--- src/design/nsc_pkg.sv ---
/*
 * nsc_pkg: register map, field positions, reset values and shared types for
 * the navigation sensor configuration block.
 * Assumes one 100 MHz core clock; the serial port clock is sampled, not used.
 */
`default_nettype none

package nsc_pkg;
	// register offsets
	localparam logic [6:0] ADDR_SENSOR_CONFIGURATION = 7'h11;
	localparam logic [6:0] ADDR_FRAME_MONITOR        = 7'h2e;
	localparam logic [6:0] ADDR_SOFT_RESET_KEY       = 7'h3a;
	localparam logic [6:0] ADDR_INVERTED_REVISION    = 7'h3e;
	localparam logic [6:0] ADDR_INVERTED_PRODUCT     = 7'h3f;
	localparam logic [6:0] ADDR_BURST_READ_PORT      = 7'h42;

	// field positions and values
	localparam int         CFG_RES_BIT        = 7;
	localparam int         CFG_SLEEP_LSB      = 4;
	localparam int         MON_MODE_LSB       = 6;
	localparam logic [7:0] CFG_RESET          = 8'h03;
	localparam logic [7:0] CFG_WRITE_MASK     = 8'hb0;
	localparam logic [7:0] SOFT_RESET_VALUE   = 8'h5a;
	localparam logic [3:0] ALIVE_ALL          = 4'hf;
	localparam logic [2:0] BURST_CLEAR_COUNT  = 3'h3;
	localparam logic [2:0] BURST_LAST_INDEX   = 3'h6;

	// serial address byte: msb set marks a write
	localparam int         ADDR_WRITE_BIT     = 7;

	// identity codes, values arbitrary
	localparam logic [7:0] REVISION_CODE      = 8'h15;
	localparam logic [7:0] PART_CODE          = 8'h2c;

	// snapshot of navigation results streamed by a burst read
	typedef struct packed {
		logic [7:0] motionStatus;
		logic [7:0] deltaY;
		logic [7:0] deltaX;
		logic [7:0] surfaceQuality;
		logic [7:0] exposureUpper;
		logic [7:0] exposureLower;
		logic [7:0] peakPixel;
	} nsc_nav_t;

	// settings driven into the navigation core
	typedef struct packed {
		logic       highRes;          // 0: 500 cpi, 1: 1000 cpi
		logic [1:0] forcedSleepSelect;
	} nsc_cfg_t;

	// the three input pins of the four-wire serial port (miso is separate), device view
	typedef struct packed {
		logic csN;
		logic sclk;
		logic mosi;
	} nsc_pins_t;
endpackage : nsc_pkg

`default_nettype wire

--- src/design/nsc_serial_port.sv ---
/*
 * nsc_serial_port: serial port slave shifter for the sensor.
 * Assumes the host drives mosi on the falling sclk edge and samples miso on
 * the rising one, sclk idles high, and the port pins are asynchronous to mclk.
 */
`default_nettype none

module nsc_serial_port (
	input  wire logic              mclk,
	input  wire logic              rst,
	input  wire nsc_pkg::nsc_pins_t pins,
	input  wire logic [7:0]        txByte,
	input  wire logic              txLoad,
	output logic [7:0]             rxByte,
	output logic                   rxValid,
	output logic                   frameStart,
	output logic                   misoOut,
	output logic                   misoOe
);
	logic [2:0] stage1;
	logic [2:0] stage2;
	logic [2:0] stage3;
	logic [2:0] filt_r;
	logic [2:0] filtPrev_r;
	logic [2:0] bitCnt_r;
	logic [7:0] rxShift_r;
	logic [7:0] txShift_r;
	logic       csN;
	logic       sclkRise;
	logic       sclkFall;

	// three flops per pin; a level is accepted once stages two and three agree
	genvar gi;
	generate
		for (gi = 0; gi < 3; gi++) begin : g_sync
			always_ff @(posedge mclk) begin
				if (rst) begin
					stage1[gi] <= 1'b1;
					stage2[gi] <= 1'b1;
					stage3[gi] <= 1'b1;
					filt_r[gi] <= 1'b1;
					filtPrev_r[gi] <= 1'b1;
				end else begin
					stage1[gi] <= pins[gi];
					stage2[gi] <= stage1[gi];
					stage3[gi] <= stage2[gi];
					if (stage2[gi] == stage3[gi]) begin
						filt_r[gi] <= stage3[gi];
					end
					filtPrev_r[gi] <= filt_r[gi];
				end
			end
		end
	endgenerate

	// bit order of the packed pin struct: 2 csN, 1 sclk, 0 mosi
	assign csN      = filt_r[2];
	assign sclkRise = !csN && filt_r[1] && !filtPrev_r[1];
	assign sclkFall = !csN && !filt_r[1] && filtPrev_r[1];

	// receive side: capture mosi on rising edges, msb first
	always_ff @(posedge mclk) begin
		if (rst || csN) begin
			bitCnt_r  <= 3'h0;
			rxShift_r <= 8'h00;
			rxValid   <= 1'b0;
			rxByte    <= 8'h00;
		end else begin
			rxValid <= 1'b0;
			if (sclkRise) begin
				rxShift_r <= {rxShift_r[6:0], filt_r[0]};
				bitCnt_r  <= bitCnt_r + 3'h1;
				if (bitCnt_r == 3'h7) begin
					rxByte  <= {rxShift_r[6:0], filt_r[0]};
					rxValid <= 1'b1;
				end
			end
		end
	end

	// frame start pulse on the falling edge of chip select
	always_ff @(posedge mclk) begin
		if (rst) begin
			frameStart <= 1'b0;
		end else begin
			frameStart <= !filt_r[2] && filtPrev_r[2];
		end
	end

	// transmit side: present next bit on each falling edge; a load lands
	// between the eighth rising edge and the next falling one
	always_ff @(posedge mclk) begin
		if (rst || csN) begin
			txShift_r <= 8'h00;
			misoOut   <= 1'b0;
		end else if (txLoad) begin
			txShift_r <= txByte;
		end else if (sclkFall) begin
			misoOut   <= txShift_r[7];
			txShift_r <= {txShift_r[6:0], 1'b0};
		end
	end

	// miso is driven only while selected
	always_ff @(posedge mclk) begin
		if (rst) begin
			misoOe <= 1'b0;
		end else begin
			misoOe <= !csN;
		end
	end
endmodule // nsc_serial_port

`default_nettype wire

--- src/design/nsc_config_regs.sv ---
/*
 * nsc_config_regs: configuration and status registers of the navigation
 * sensor reached over the four-wire serial port, with motion burst read.
 * Assumes navigation results, sleep state and frame pulses come from logic
 * on mclk; the serial pins are asynchronous and synchronised in the port.
 */
`default_nettype none

module nsc_config_regs (
	input  wire logic               mclk,
	input  wire logic               rst,
	input  wire nsc_pkg::nsc_pins_t portPins,
	input  wire nsc_pkg::nsc_nav_t  navData,
	input  wire logic [1:0]         sleepState,
	input  wire logic               frameDone,
	output logic                    misoOut,
	output logic                    misoOe,
	output nsc_pkg::nsc_cfg_t       cfgOut,
	output logic                    motionClear,
	output logic                    chipReset
);
	typedef enum logic [2:0] {
		ST_IDLE,
		ST_ADDR,
		ST_WRITE,
		ST_READ,
		ST_BURST,
		ST_DONE
	} nsc_state_t;

	nsc_state_t        state_r;
	nsc_state_t        state_nxt;
	logic [7:0]        rxByte;
	logic              rxValid;
	logic              frameStart;
	logic [6:0]        addr_r;
	logic [7:0]        cfgReg_r;
	logic [3:0]        aliveBits_r;
	logic [2:0]        burstIdx_r;
	logic              burstCleared_r;
	nsc_pkg::nsc_nav_t snap_r;
	logic [7:0]        txByte_r;
	logic              txLoad_r;
	logic              softReset_r;
	logic              regRst;
	logic              wrStrobe;
	logic [7:0]        readData;
	logic [7:0]        burstData;

	nsc_serial_port u_port (
		.mclk       (mclk),
		.rst        (rst),
		.pins       (portPins),
		.txByte     (txByte_r),
		.txLoad     (txLoad_r),
		.rxByte     (rxByte),
		.rxValid    (rxValid),
		.frameStart (frameStart),
		.misoOut    (misoOut),
		.misoOe     (misoOe)
	);

	// key write resets every setting, like a pin reset
	assign regRst   = rst || softReset_r;
	assign wrStrobe = (state_r == ST_WRITE) && rxValid;

	// transaction sequencer: address byte, then write data or read stream
	always_comb begin
		state_nxt = state_r;
		unique case (state_r)
			ST_IDLE: begin
				state_nxt = ST_IDLE;
			end
			ST_ADDR: begin
				if (rxValid) begin
					if (rxByte[nsc_pkg::ADDR_WRITE_BIT]) begin
						state_nxt = ST_WRITE;
					end else if (rxByte[6:0] == nsc_pkg::ADDR_BURST_READ_PORT) begin
						state_nxt = ST_BURST;
					end else begin
						state_nxt = ST_READ;
					end
				end
			end
			ST_WRITE, ST_READ: begin
				if (rxValid) begin
					state_nxt = ST_DONE;
				end
			end
			ST_BURST: begin
				if (rxValid && burstIdx_r == nsc_pkg::BURST_LAST_INDEX) begin
					state_nxt = ST_DONE;
				end
			end
			ST_DONE: begin
				state_nxt = ST_DONE;
			end
		endcase
		if (frameStart) begin
			state_nxt = ST_ADDR;
		end
	end

	always_ff @(posedge mclk) begin
		if (regRst) begin
			state_r <= ST_IDLE;
		end else begin
			state_r <= state_nxt;
		end
	end

	// captured address of the current transfer
	always_ff @(posedge mclk) begin
		if (regRst) begin
			addr_r <= 7'h00;
		end else if (state_r == ST_ADDR && rxValid) begin
			addr_r <= rxByte[6:0];
		end
	end

	// configuration: only resolution and sleep select are writable
	always_ff @(posedge mclk) begin
		if (regRst) begin
			cfgReg_r <= nsc_pkg::CFG_RESET;
		end else if (wrStrobe && addr_r == nsc_pkg::ADDR_SENSOR_CONFIGURATION) begin
			cfgReg_r <= (rxByte & nsc_pkg::CFG_WRITE_MASK) |
				(nsc_pkg::CFG_RESET & ~nsc_pkg::CFG_WRITE_MASK);
		end
	end

	// settings to the core, registered so the output is flop driven
	always_ff @(posedge mclk) begin
		if (regRst) begin
			cfgOut.highRes           <= nsc_pkg::CFG_RESET[nsc_pkg::CFG_RES_BIT];
			cfgOut.forcedSleepSelect <= nsc_pkg::CFG_RESET[nsc_pkg::CFG_SLEEP_LSB +: 2];
		end else begin
			cfgOut.highRes           <= cfgReg_r[nsc_pkg::CFG_RES_BIT];
			cfgOut.forcedSleepSelect <= cfgReg_r[nsc_pkg::CFG_SLEEP_LSB +: 2];
		end
	end

	// frame alive bits; a frame in the clearing cycle still sets them
	always_ff @(posedge mclk) begin
		if (regRst) begin
			aliveBits_r <= 4'h0;
		end else if (frameDone) begin
			aliveBits_r <= nsc_pkg::ALIVE_ALL;
		end else if (wrStrobe && addr_r == nsc_pkg::ADDR_FRAME_MONITOR) begin
			aliveBits_r <= 4'h0;
		end
	end

	// soft reset key: one-cycle pulse, also reported to the rest of the chip
	always_ff @(posedge mclk) begin
		if (rst) begin
			softReset_r <= 1'b0;
			chipReset   <= 1'b0;
		end else begin
			softReset_r <= wrStrobe && addr_r == nsc_pkg::ADDR_SOFT_RESET_KEY &&
				rxByte == nsc_pkg::SOFT_RESET_VALUE;
			chipReset   <= softReset_r;
		end
	end

	// single register reads; unmapped addresses give zero
	always_comb begin
		readData = 8'h00;
		unique case (rxByte[6:0])
			nsc_pkg::ADDR_SENSOR_CONFIGURATION: readData = cfgReg_r;
			nsc_pkg::ADDR_FRAME_MONITOR: readData = {sleepState, 2'b00, aliveBits_r};
			nsc_pkg::ADDR_INVERTED_REVISION: readData = ~nsc_pkg::REVISION_CODE;
			nsc_pkg::ADDR_INVERTED_PRODUCT: readData = ~nsc_pkg::PART_CODE;
			default: readData = 8'h00;
		endcase
	end

	// burst bytes come from a snapshot so the stream is self-consistent
	always_comb begin
		burstData = 8'h00;
		unique case (burstIdx_r)
			3'h0: burstData = snap_r.deltaY;
			3'h1: burstData = snap_r.deltaX;
			3'h2: burstData = snap_r.surfaceQuality;
			3'h3: burstData = snap_r.exposureUpper;
			3'h4: burstData = snap_r.exposureLower;
			3'h5: burstData = snap_r.peakPixel;
			default: burstData = 8'h00;
		endcase
	end

	// transmit loading: first byte after address, then each completed byte
	always_ff @(posedge mclk) begin
		if (regRst) begin
			txByte_r <= 8'h00;
			txLoad_r <= 1'b0;
			snap_r   <= '0;
		end else begin
			txLoad_r <= 1'b0;
			if (state_r == ST_ADDR && rxValid && !rxByte[nsc_pkg::ADDR_WRITE_BIT]) begin
				txLoad_r <= 1'b1;
				if (rxByte[6:0] == nsc_pkg::ADDR_BURST_READ_PORT) begin
					snap_r   <= navData;
					txByte_r <= navData.motionStatus;
				end else begin
					txByte_r <= readData;
				end
			end else if (state_r == ST_BURST && rxValid) begin
				txLoad_r <= 1'b1;
				txByte_r <= burstData;
			end else if (rxValid) begin
				txLoad_r <= 1'b1;
				txByte_r <= 8'h00;
			end
		end
	end

	// burst progress; motion clears after the third byte is shifted out,
	// so a host that stops early leaves the motion data intact (host keeps three)
	always_ff @(posedge mclk) begin
		if (regRst || frameStart) begin
			burstIdx_r     <= 3'h0;
			burstCleared_r <= 1'b0;
			motionClear    <= 1'b0;
		end else begin
			motionClear <= 1'b0;
			if (state_r == ST_BURST && rxValid) begin
				burstIdx_r <= burstIdx_r + 3'h1;
				if (burstIdx_r + 3'h1 == nsc_pkg::BURST_CLEAR_COUNT && !burstCleared_r) begin
					motionClear    <= 1'b1;
					burstCleared_r <= 1'b1;
				end
			end
		end
	end
endmodule // nsc_config_regs

`default_nettype wire

--- config.mk ---
export PLATFORM = sky130hd
export DESIGN_NAME = nsc_config_regs
export DESIGN_NICKNAME = d
export VERILOG_FILES = /design/src/design/nsc_pkg.sv /design/src/design/nsc_serial_port.sv /design/src/design/nsc_config_regs.sv
export SDC_FILE = /design/constraint.sdc
export NUM_CORES = 1
export LEC_CHECK = 0
export ABC_AREA = 1
export BUFFER_PORTS_ARGS = -buffer_cell sky130_fd_sc_hd__buf_4
export CORE_MARGIN = 2
export CORE_UTILIZATION = 43
export DETAILED_ROUTE_END_ITERATION = 8
export PLACE_DENSITY = 0.7
export SYNTH_ARGS = -nofsm -noshare
export SYNTH_HDL_FRONTEND = slang
export SYNTH_HIERARCHICAL = 1
export SYNTH_SLANG_ARGS = --single-unit
--- constraint.sdc ---
create_clock -name mclk -period 4.5 [get_ports mclk]
set_input_delay 0.9 -clock mclk [delete_from_list [all_inputs] [get_ports mclk]]
set_output_delay 0.9 -clock mclk [all_outputs]
set_load 0.05 [all_outputs]
# Yosys cells after proc, flatten, opt, wreduce, memory -nomap -nowiden

Index checks and enable logic that the tools add are counted.

Add/sub/neg operators: 2
Eq/ne operators: 31
Multiplexer cells: 22
Bitwise operators: 3
Reduce and logical (&&, ||, !) cells: 38

Operators by type and width:

| cell                                                                     | count |
|---|---|
| 8-bit two-way mux                                                        | 6 |
| 8-bit case mux with 6 select lines                                       | 1 |
| 7-bit by 6-bit equality test with 1-bit output (second input constant)   | 5 |
| 8-bit case mux with 4 select lines                                       | 1 |
| 3-bit equality test (second input constant)                              | 6 |
| 3-bit by 2-bit equality test with 1-bit output (second input constant)   | 5 |
| 1-bit logical AND                                                        | 15 |
| 3-bit two-way mux                                                        | 5 |
| 3-bit case mux with 5 select lines                                       | 1 |
| 7-bit by 5-bit equality test with 1-bit output (second input constant)   | 2 |
| 8-bit by 7-bit equality test with 1-bit output (second input constant)   | 1 |
| 4-bit two-way mux                                                        | 2 |
| 2-bit AND reduction                                                      | 4 |
| 2-bit OR reduction                                                       | 4 |
| 7-bit equality test (second input constant)                              | 1 |
| 3-bit by 1-bit adder with 3-bit output (second input constant)           | 2 |
| 3-bit by 1-bit equality test with 1-bit output (second input constant)   | 2 |
| 3-bit logical NOT                                                        | 2 |
| 1-bit two-way mux                                                        | 6 |
| 3-bit by 1-bit inequality test with 1-bit output (second input constant) | 2 |
| 3-bit AND reduction                                                      | 2 |
| 1-bit logical NOT                                                        | 5 |
| 2-bit by 1-bit inequality test with 1-bit output (second input constant) | 2 |
| 2-bit nonzero test                                                       | 2 |
| other kinds (6)                                                          | 12 |

Flip-flop bits (word level): 128
Bits of input ports: 64
Logic and storage cells: 138

# Longest topological paths before layout

Gate-level depths: netlist of the first run.

Depth in word-level cells: 6
Gate-level depth with buffers: 13
Depth with buffers taken out: 12

# Hierarchy

Netlist of the first run, hierarchy kept.

By module, submodules not included:

| module          | times used | cells each | area each (um^2) | seq. area each (um^2) |
|---|---|---|---|---|
| nsc_config_regs | 1          | 581        | 3886.2           | 1621.6 |
| nsc_serial_port | 1          | 201        | 1659.1           | 880.8 |

# Worst setup path after synthesis of the first run

Ideal clock, no wire load.

Kind: input port to flip-flop
Start: in rst
End: reg burstCleared_r
Library setup time: 0.070 ns
Arrival time: 1.715 ns
Required time: 4.430 ns
Setup slack: 2.714 ns
Cell stages on the path: 6
Path buffers: 0
Path through: nor2_2 -> inv_1 -> nor2_1 -> nand3_1 -> nor3_1 -> o21bai_1

Word-level cells in the longest chain between the ends: 2

Ends and longest elaborated chain:

| element              | RTL line               | text |
|---|---|---|
| start, declared      | nsc_config_regs.sv:11  | `input wire logic rst,` |
| 1-bit logical OR     | nsc_config_regs.sv:64  | `assign regRst = rst \|\| softReset_r;` |
| 1-bit logical OR     | nsc_config_regs.sv:220 | `if (regRst \|\| frameStart) begin` |
| end signal, assigned | nsc_config_regs.sv:222 | `burstCleared_r <= 1'b0;` |
| end signal, assigned | nsc_config_regs.sv:230 | `burstCleared_r <= 1'b1;` |
| end, declared        | nsc_config_regs.sv:40  | `logic burstCleared_r;` |

No other way between the ends.
A chain may end at the register's enable or synchronous reset.

# Worst setup path in the final report of the first run

Start: reg u_port.rxValid
End: reg snap_r[25] (netlist name)

Word-level cells in the longest chain between the ends: 3

Ends and longest elaborated chain:

| element                              | RTL line               | text |
|---|---|---|
| start, declared                      | nsc_serial_port.sv:15  | `output logic rxValid,` |
| start signal, assigned               | nsc_serial_port.sv:66  | `rxValid <= 1'b0;` |
| start signal, assigned               | nsc_serial_port.sv:69  | `rxValid <= 1'b0;` |
| start signal, assigned               | nsc_serial_port.sv:75  | `rxValid <= 1'b1;` |
| 1-bit logical AND (2 in series)      | nsc_config_regs.sv:199 | `if (state_r == ST_ADDR && rxValid && !rxByte[nsc_pkg::ADDR_WRITE_BIT]) begin` |
| 2-bit AND reduction (no source line) | --                     |  |
| end signal, assigned                 | nsc_config_regs.sv:202 | `snap_r <= navData;` |
| end, declared                        | nsc_config_regs.sv:41  | `nsc_pkg::nsc_nav_t snap_r;` |

No other way between the ends.

==> reports/results.tsv, run 1 <==
metric	value	unit
ff_latch_area	2500	um^2
hold_viol_final	0	
grt_pass1_vias	4791	
worst_ir_drop_vdd	0.000252	V
fin_crit_sh	58.6	%
power_density	409	nW/um^2
synthMuxAreaShare	0	%
synth_compound_area_share	11.1	%
hp-start	u_port/stage1[0]	
clk_latency	0.42	ns
drive_above_1_share	15.3	%
clockBufferDepth	2	
synth_xor_area_share	0	%
ant_nets	0	
worstSetupPathType	flip-flop to flip-flop	
power	2.75	mW
syn_area_per_cell	7.09	um^2
cts_tree	built	
post_cts_buffers	0	
hpwl	8930	um
synth_cell_types	31	
boundaryPins	71	
nFillCells	1233	
clock_power_share	51.9	%
die-height	118	um
fin_skew	0.00665	ns
synth-simple-area-share	33.7	%
synth-seq-cells	125	
drv_cap	0	
r2r_start	u_port/rxValid	
yosys_warnings	6	
first_pass_iters	5	
setup_slack	1.86	ns
core	12600	um^2
endpoint_kind	flip-flop	
path_max_fanout	52	
dieArea	13800	um^2
synth-edff-count	0	
yosysSeqAreaShare	45.1	%
grt_first_pass_wirelength	22100	um
leakage	2.89	nW
pwr-share-comb	6.2	%
wl_per_cell	12.8	um
status	complete, no violations	
multiInputGateArea	2580	um^2
intPower	2.14	mW
synth_adder_area_share	1.81	%
power_switching	608	uW
rsz0062_at_grt	false	
synth_most_common_cell	nand2_1	
yosys.area.top_type	dfxtp_1	
setup_viol	0	
clk_pin_slew_worst_paths	0.06	ns
crit_required	4.85	ns
portBuffers	70	
yosysTopAreaCellShare	45.1	%
hp-class	flip-flop to flip-flop	
gp_congestion	0.834	
antenna-diode-count	0	
p_seq_share	41.8	%
ys.flop_type	dfxtp_1	
post-route-drc-count	0	
cts_buffers	17	
htreeDepth	4	
start_util	43.9	%
finalNetCount	908	
syn_nets	854	
syn_to_final_growth	21.1	%
synth_common_cells	159 x nand2_1, 125 x dfxtp_1, 117 x nor2_1	
slew_headroom	54.6	%
max_freq	379	MHz
grt.total_usage	19.5	%
die_x	118	um
postCtsHoldBufs	0	
place_ws	1.63	ns
min_period	2.64	ns
critPathLaunchType	flip-flop	
synth_top_family_by_area	simple AND/OR/NAND/NOR gates	
ys_async_sr_fraction	0	%
grt_start_max_net_pins	61	
worstMarginPinSlew	0.679	ns
rows	41	
synth.top_cells.by_area	dfxtp_1 45%, nand2_1 11%, nor2_1 7.9%, nand3_1 5.4%, nor3_1 5.1%	
rr_endpoint	snap_r[25]	
hold_path_depth	1	
switching_share	22.1	%
cts.sinks	125	
hold_end	u_port/stage2[0]	
wl	13000	um
vias	5094	
drv_slew	0	
dr.first_iter.drc_count	352	
overflow	0	
cts-resized-gates	0	
synth_area	5550	um^2
worst-r2r-setup-slack	1.86	ns
cts-root-buf	clkbuf_16	
syn_inst	782	
critical_path_arrival	2.99	ns
avgViaCountPerCell	4.99	
rr_worst_depth	5	
setup_tns	0	ns
antenna_found_initial	0	
cell type report:
type	instances	area share [%]
well taps	172	3.20
multi-input cells	552	38.5
clock inverters	11	2.50
inverters	67	3.74
clock buffers	20	6.65
repair buffers	73	8.16
flip-flops and latches	125	37.3
state kept, by name (all words and copies together) (netlist names), 7 cells and up:
register / count
u_port/rxShift_r: 7
u_port/txShift_r: 8
addr_r: 7
u_port/rxByte: 8
snap_r: 48
txByte_r: 8
cells by family after synthesis:
logic type	count (synthesis)
AOI/OAI and AO/OA	121
and+or+nand+nor	423
adders and majority gates	8
buffers and inverters	105
DFF	125
worst max path at each step:
stage,start,end,slack (ns),cells past startpoint
detailed placement,rst,burstCleared_r,1.63,8
global route,u_port/rxValid,snap_r[11],1.58,5
global placement,rst,burstCleared_r,1.66,8
CTS,u_port/rxValid,snap_r[44],1.87,5
finish,u_port/rxValid,snap_r[25],1.86,5
floorplan,rst,burstCleared_r,2.71,6
cells in the final DEF (no fill, tap or decap), types with 2 or more instances in the layout:
master,netlist,final
nand2_1,159,159
dfxtp_1,125,125
nor2_1,117,117
buf_4,3,73
inv_1,64,64
nand3_1,60,60
nor3_1,56,56
o21ai_0,55,55
a21oi_1,42,42
o21ai_1,20,20
clkbuf_16,0,17
or2_2,10,10
ha_1,8,8
nor2_2,5,5
bufinv_16,0,4
nand2_2,3,3
inv_2,3,3
nand4_1,3,3
nor4_1,3,3
clkinv_2,0,3
clkinvlp_4,0,2
clkinv_4,0,2
clkbuf_1,15,2
nor2_4,2,2
per-stage QoR:
stage	cells	hold WS, ns	utilization [%]	area [um^2]
finish	1020	0.406	53.2	6720
global route	1020	0.419	53.2	6720
CTS	1020	0.407	53.2	6720
detailed placement	989	0.394	48.4	6100
global placement	989	0.393	48.4	6100
floorplan	782	0.389	-	5550
power by group through the flow:
stage	Clock (mW)	Combinational, mW	Sequential (mW)
2_1_floorplan	0	0.102	1.17
3_3_place_gp	0	0.166	1.17
3_5_place_dp	0	0.169	1.17
4_1_cts	1.45	0.171	1.15
5_1_grt	1.49	0.193	1.15
6_report	1.43	0.171	1.15
critical path, stage by stage (launching register included):
cell and delay [ns]:
dfxtp_1 0.60, nand4_4 0.59, nor2_2 0.69, buf_4 0.41, o21ai_0 0.12, nor2_1 0.13
metal layers:
metal	part of all wire (%)	vias up	GRT usage [%]
met4	2.6	0	9.19
met5	0	-	0
met3	5.0	33	4.75
met2	45	132	30.6
met1	48	2296	25.2
li1	-	2633	-
No activity file was read; power rests on OpenSTA's default activity.
==> run 2, diff against run 1 <==
--- a/config.mk
+++ b/config.mk
@@ -10,7 +10,7 @@
 export CORE_MARGIN = 2
 export CORE_UTILIZATION = 43
 export DETAILED_ROUTE_END_ITERATION = 8
-export PLACE_DENSITY = 0.7
+export PLACE_DENSITY = 0.73
 export SYNTH_ARGS = -nofsm -noshare
 export SYNTH_HDL_FRONTEND = slang
 export SYNTH_HIERARCHICAL = 1
==> constraint.sdc (replaced) <==
create_clock -name mclk -period 2.3 [get_ports mclk]
set_input_delay 0.46 -clock mclk [delete_from_list [all_inputs] [get_ports mclk]]
set_output_delay 0.46 -clock mclk [all_outputs]
set_load 0.05 [all_outputs]
==> run 2 against run 1 <==
First-iteration DRC count grew 8.8%. Clock power grew 100%. Critical path depth grew 7. Via count grew 1.8%. Worst setup slack lost 1.4 ns. Design area grew 1.1%. Die area is the same. Combinational power grew 98%. Global-route usage grew 0.32 points. Sequential power grew 96%. Count of clock-buffer cells in the layout shrank 3. Critical path type unchanged.
==> reports/results.tsv, run 2 (same netlist as run 1, synthesis figures left out) <==
metric	value	unit
antenna_found_initial	0	
rr_worst_depth	12	
hold_viol_final	0	
die-height	118	um
max_stage_delay	0.38	ns
worst_ir_drop_vdd	0.000490	V
max_flop_register	snap_r	
pwr-share-comb	6.2	%
vias	5188	
worstMarginPinSlew	0.541	ns
rsz0062_at_grt	false	
boundaryPins	71	
clk_latency	0.42	ns
dp.cells	996	
final_util	53.8	%
rr_endpoint	txByte_r[3]	
finalNetCount	915	
dr.first_iter.drc_count	383	
endpoint_kind	flip-flop	
htreeDepth	4	
wl	13400	um
max_freq	550	MHz
avgViaCountPerCell	5.05	
clockBufferDepth	2	
wl_per_cell	13.0	um
hold_end	u_port/stage1[1]	
setup_viol	0	
post_cts_buffers	0	
crit_required	2.66	ns
grt_start_max_net_pins	60	
cts_tree	built	
grt_first_pass_wirelength	22200	um
worstSetupPathType	flip-flop to flip-flop	
cts-resized-gates	0	
grt_pass1_vias	4643	
fin_crit_sh	79.1	%
hpwl	9040	um
path_max_fanout	10	
cts_buffers	17	
core	12600	um^2
switching_share	23.3	%
place_ws	0.515	ns
hp-class	primary input to flip-flop	
gp_congestion	0.877	
portBuffers	70	
setup_slack	0.480	ns
fin_skew	0.00708	ns
critical_path_arrival	2.18	ns
hold_path_depth	2	
drv_slew	0	
dpl_cell_area	6150	um^2
clock_power_share	52.6	%
overflow	0	
path_cells	inv_1 -> ha_1 -> inv_1 -> nor2_1 -> nand2_1 -> nand2_1 -> inv_1 -> nand2_1 -> nand2_1 -> nand2_1 -> nor2_1 -> nor2_1	
hp-start	portPins[1]	
power_switching	1.27	mW
die_x	118	um
worst-r2r-setup-slack	0.48	ns
start_util	43.9	%
intPower	4.18	mW
p_seq_share	41.2	%
rows	41	
critPathTopFamily	simple AND/OR/NAND/NOR gates	
drive_above_1_share	16.4	%
setup_tns	0	ns
critPathMostFrequentCell	nand2_1	
layout_common_cells	159 x nand2_1, 125 x dfxtp_1, 117 x nor2_1	
antenna-diode-count	0	
cts-root-buf	clkbuf_16	
holdWs	0.225	ns
min_period	1.82	ns
ant_nets	0	
power_density	802	nW/um^2
r2r_start	burstIdx_r[0]	
slew_headroom	63.9	%
dieArea	13800	um^2
postCtsHoldBufs	0	
critPathSlowestCell	ha_1	
grt.total_usage	19.8	%
syn_to_final_growth	22.4	%
clk_pin_slew_worst_paths	0.06	ns
layout_commonest_cell	nand2_1	
leakage	2.93	nW
crit_buf_inv	3	
status	complete, no violations	
cts.sinks	125	
largest_reg_flops	48	
critPathLaunchType	flip-flop	
first_pass_iters	5	
power	5.45	mW
final_cell_area	6790	um^2
finalNonFillerCells	1028	
drv_cap	0	
post-route-drc-count	0	
run 2: changes by cell type in the layout (fill, tap and decap cells not counted), sizes merged:
cell / before / now
buf: 73 / 80
inv: 67 / 71
clkbuf: 20 / 17
clkinv: 5 / 4
clkinvlp: 2 / 3
run 2: how the worst max path moves through the flow:
stage	from	end	slack [ns]	cells after the start
2_1_floorplan	burstIdx_r[2]	txByte_r[7]	0.79	12
3_3_place_gp	burstIdx_r[0]	txByte_r[3]	0.58	12
3_5_place_dp	burstIdx_r[0]	txByte_r[3]	0.52	12
4_1_cts	burstIdx_r[0]	txByte_r[3]	0.51	12
5_1_grt	burstIdx_r[0]	txByte_r[5]	0.25	10
6_report	burstIdx_r[0]	txByte_r[3]	0.48	12
run 2: power groups by stage:
stage          combinational [mW]  clock, mW  sequential [mW]
2_1_floorplan               0.200          0             2.28
3_3_place_gp                0.325          0             2.29
3_5_place_dp                0.329          0             2.29
4_1_cts                     0.335       2.90             2.24
5_1_grt                     0.382       3.00             2.25
6_report                    0.339       2.86             2.25
run 2: area by class of cell:
class,count,area [um^2]
clock buffers,17,425
clock inverters,15,209
fillers,1248,5830
inverters,67,251
multi-input cells,552,2580
flip-flops and latches,125,2500
well taps,172,215
repair buffers,80,601
run 2: metal layers:
metal	vias up	track usage, %	part of all wire [%]
met2	118	31.5	45
li1	2652	-	-
met5	-	0	0
met1	2393	25.8	48
met4	0	7.45	1.9
met3	25	5.33	4.5
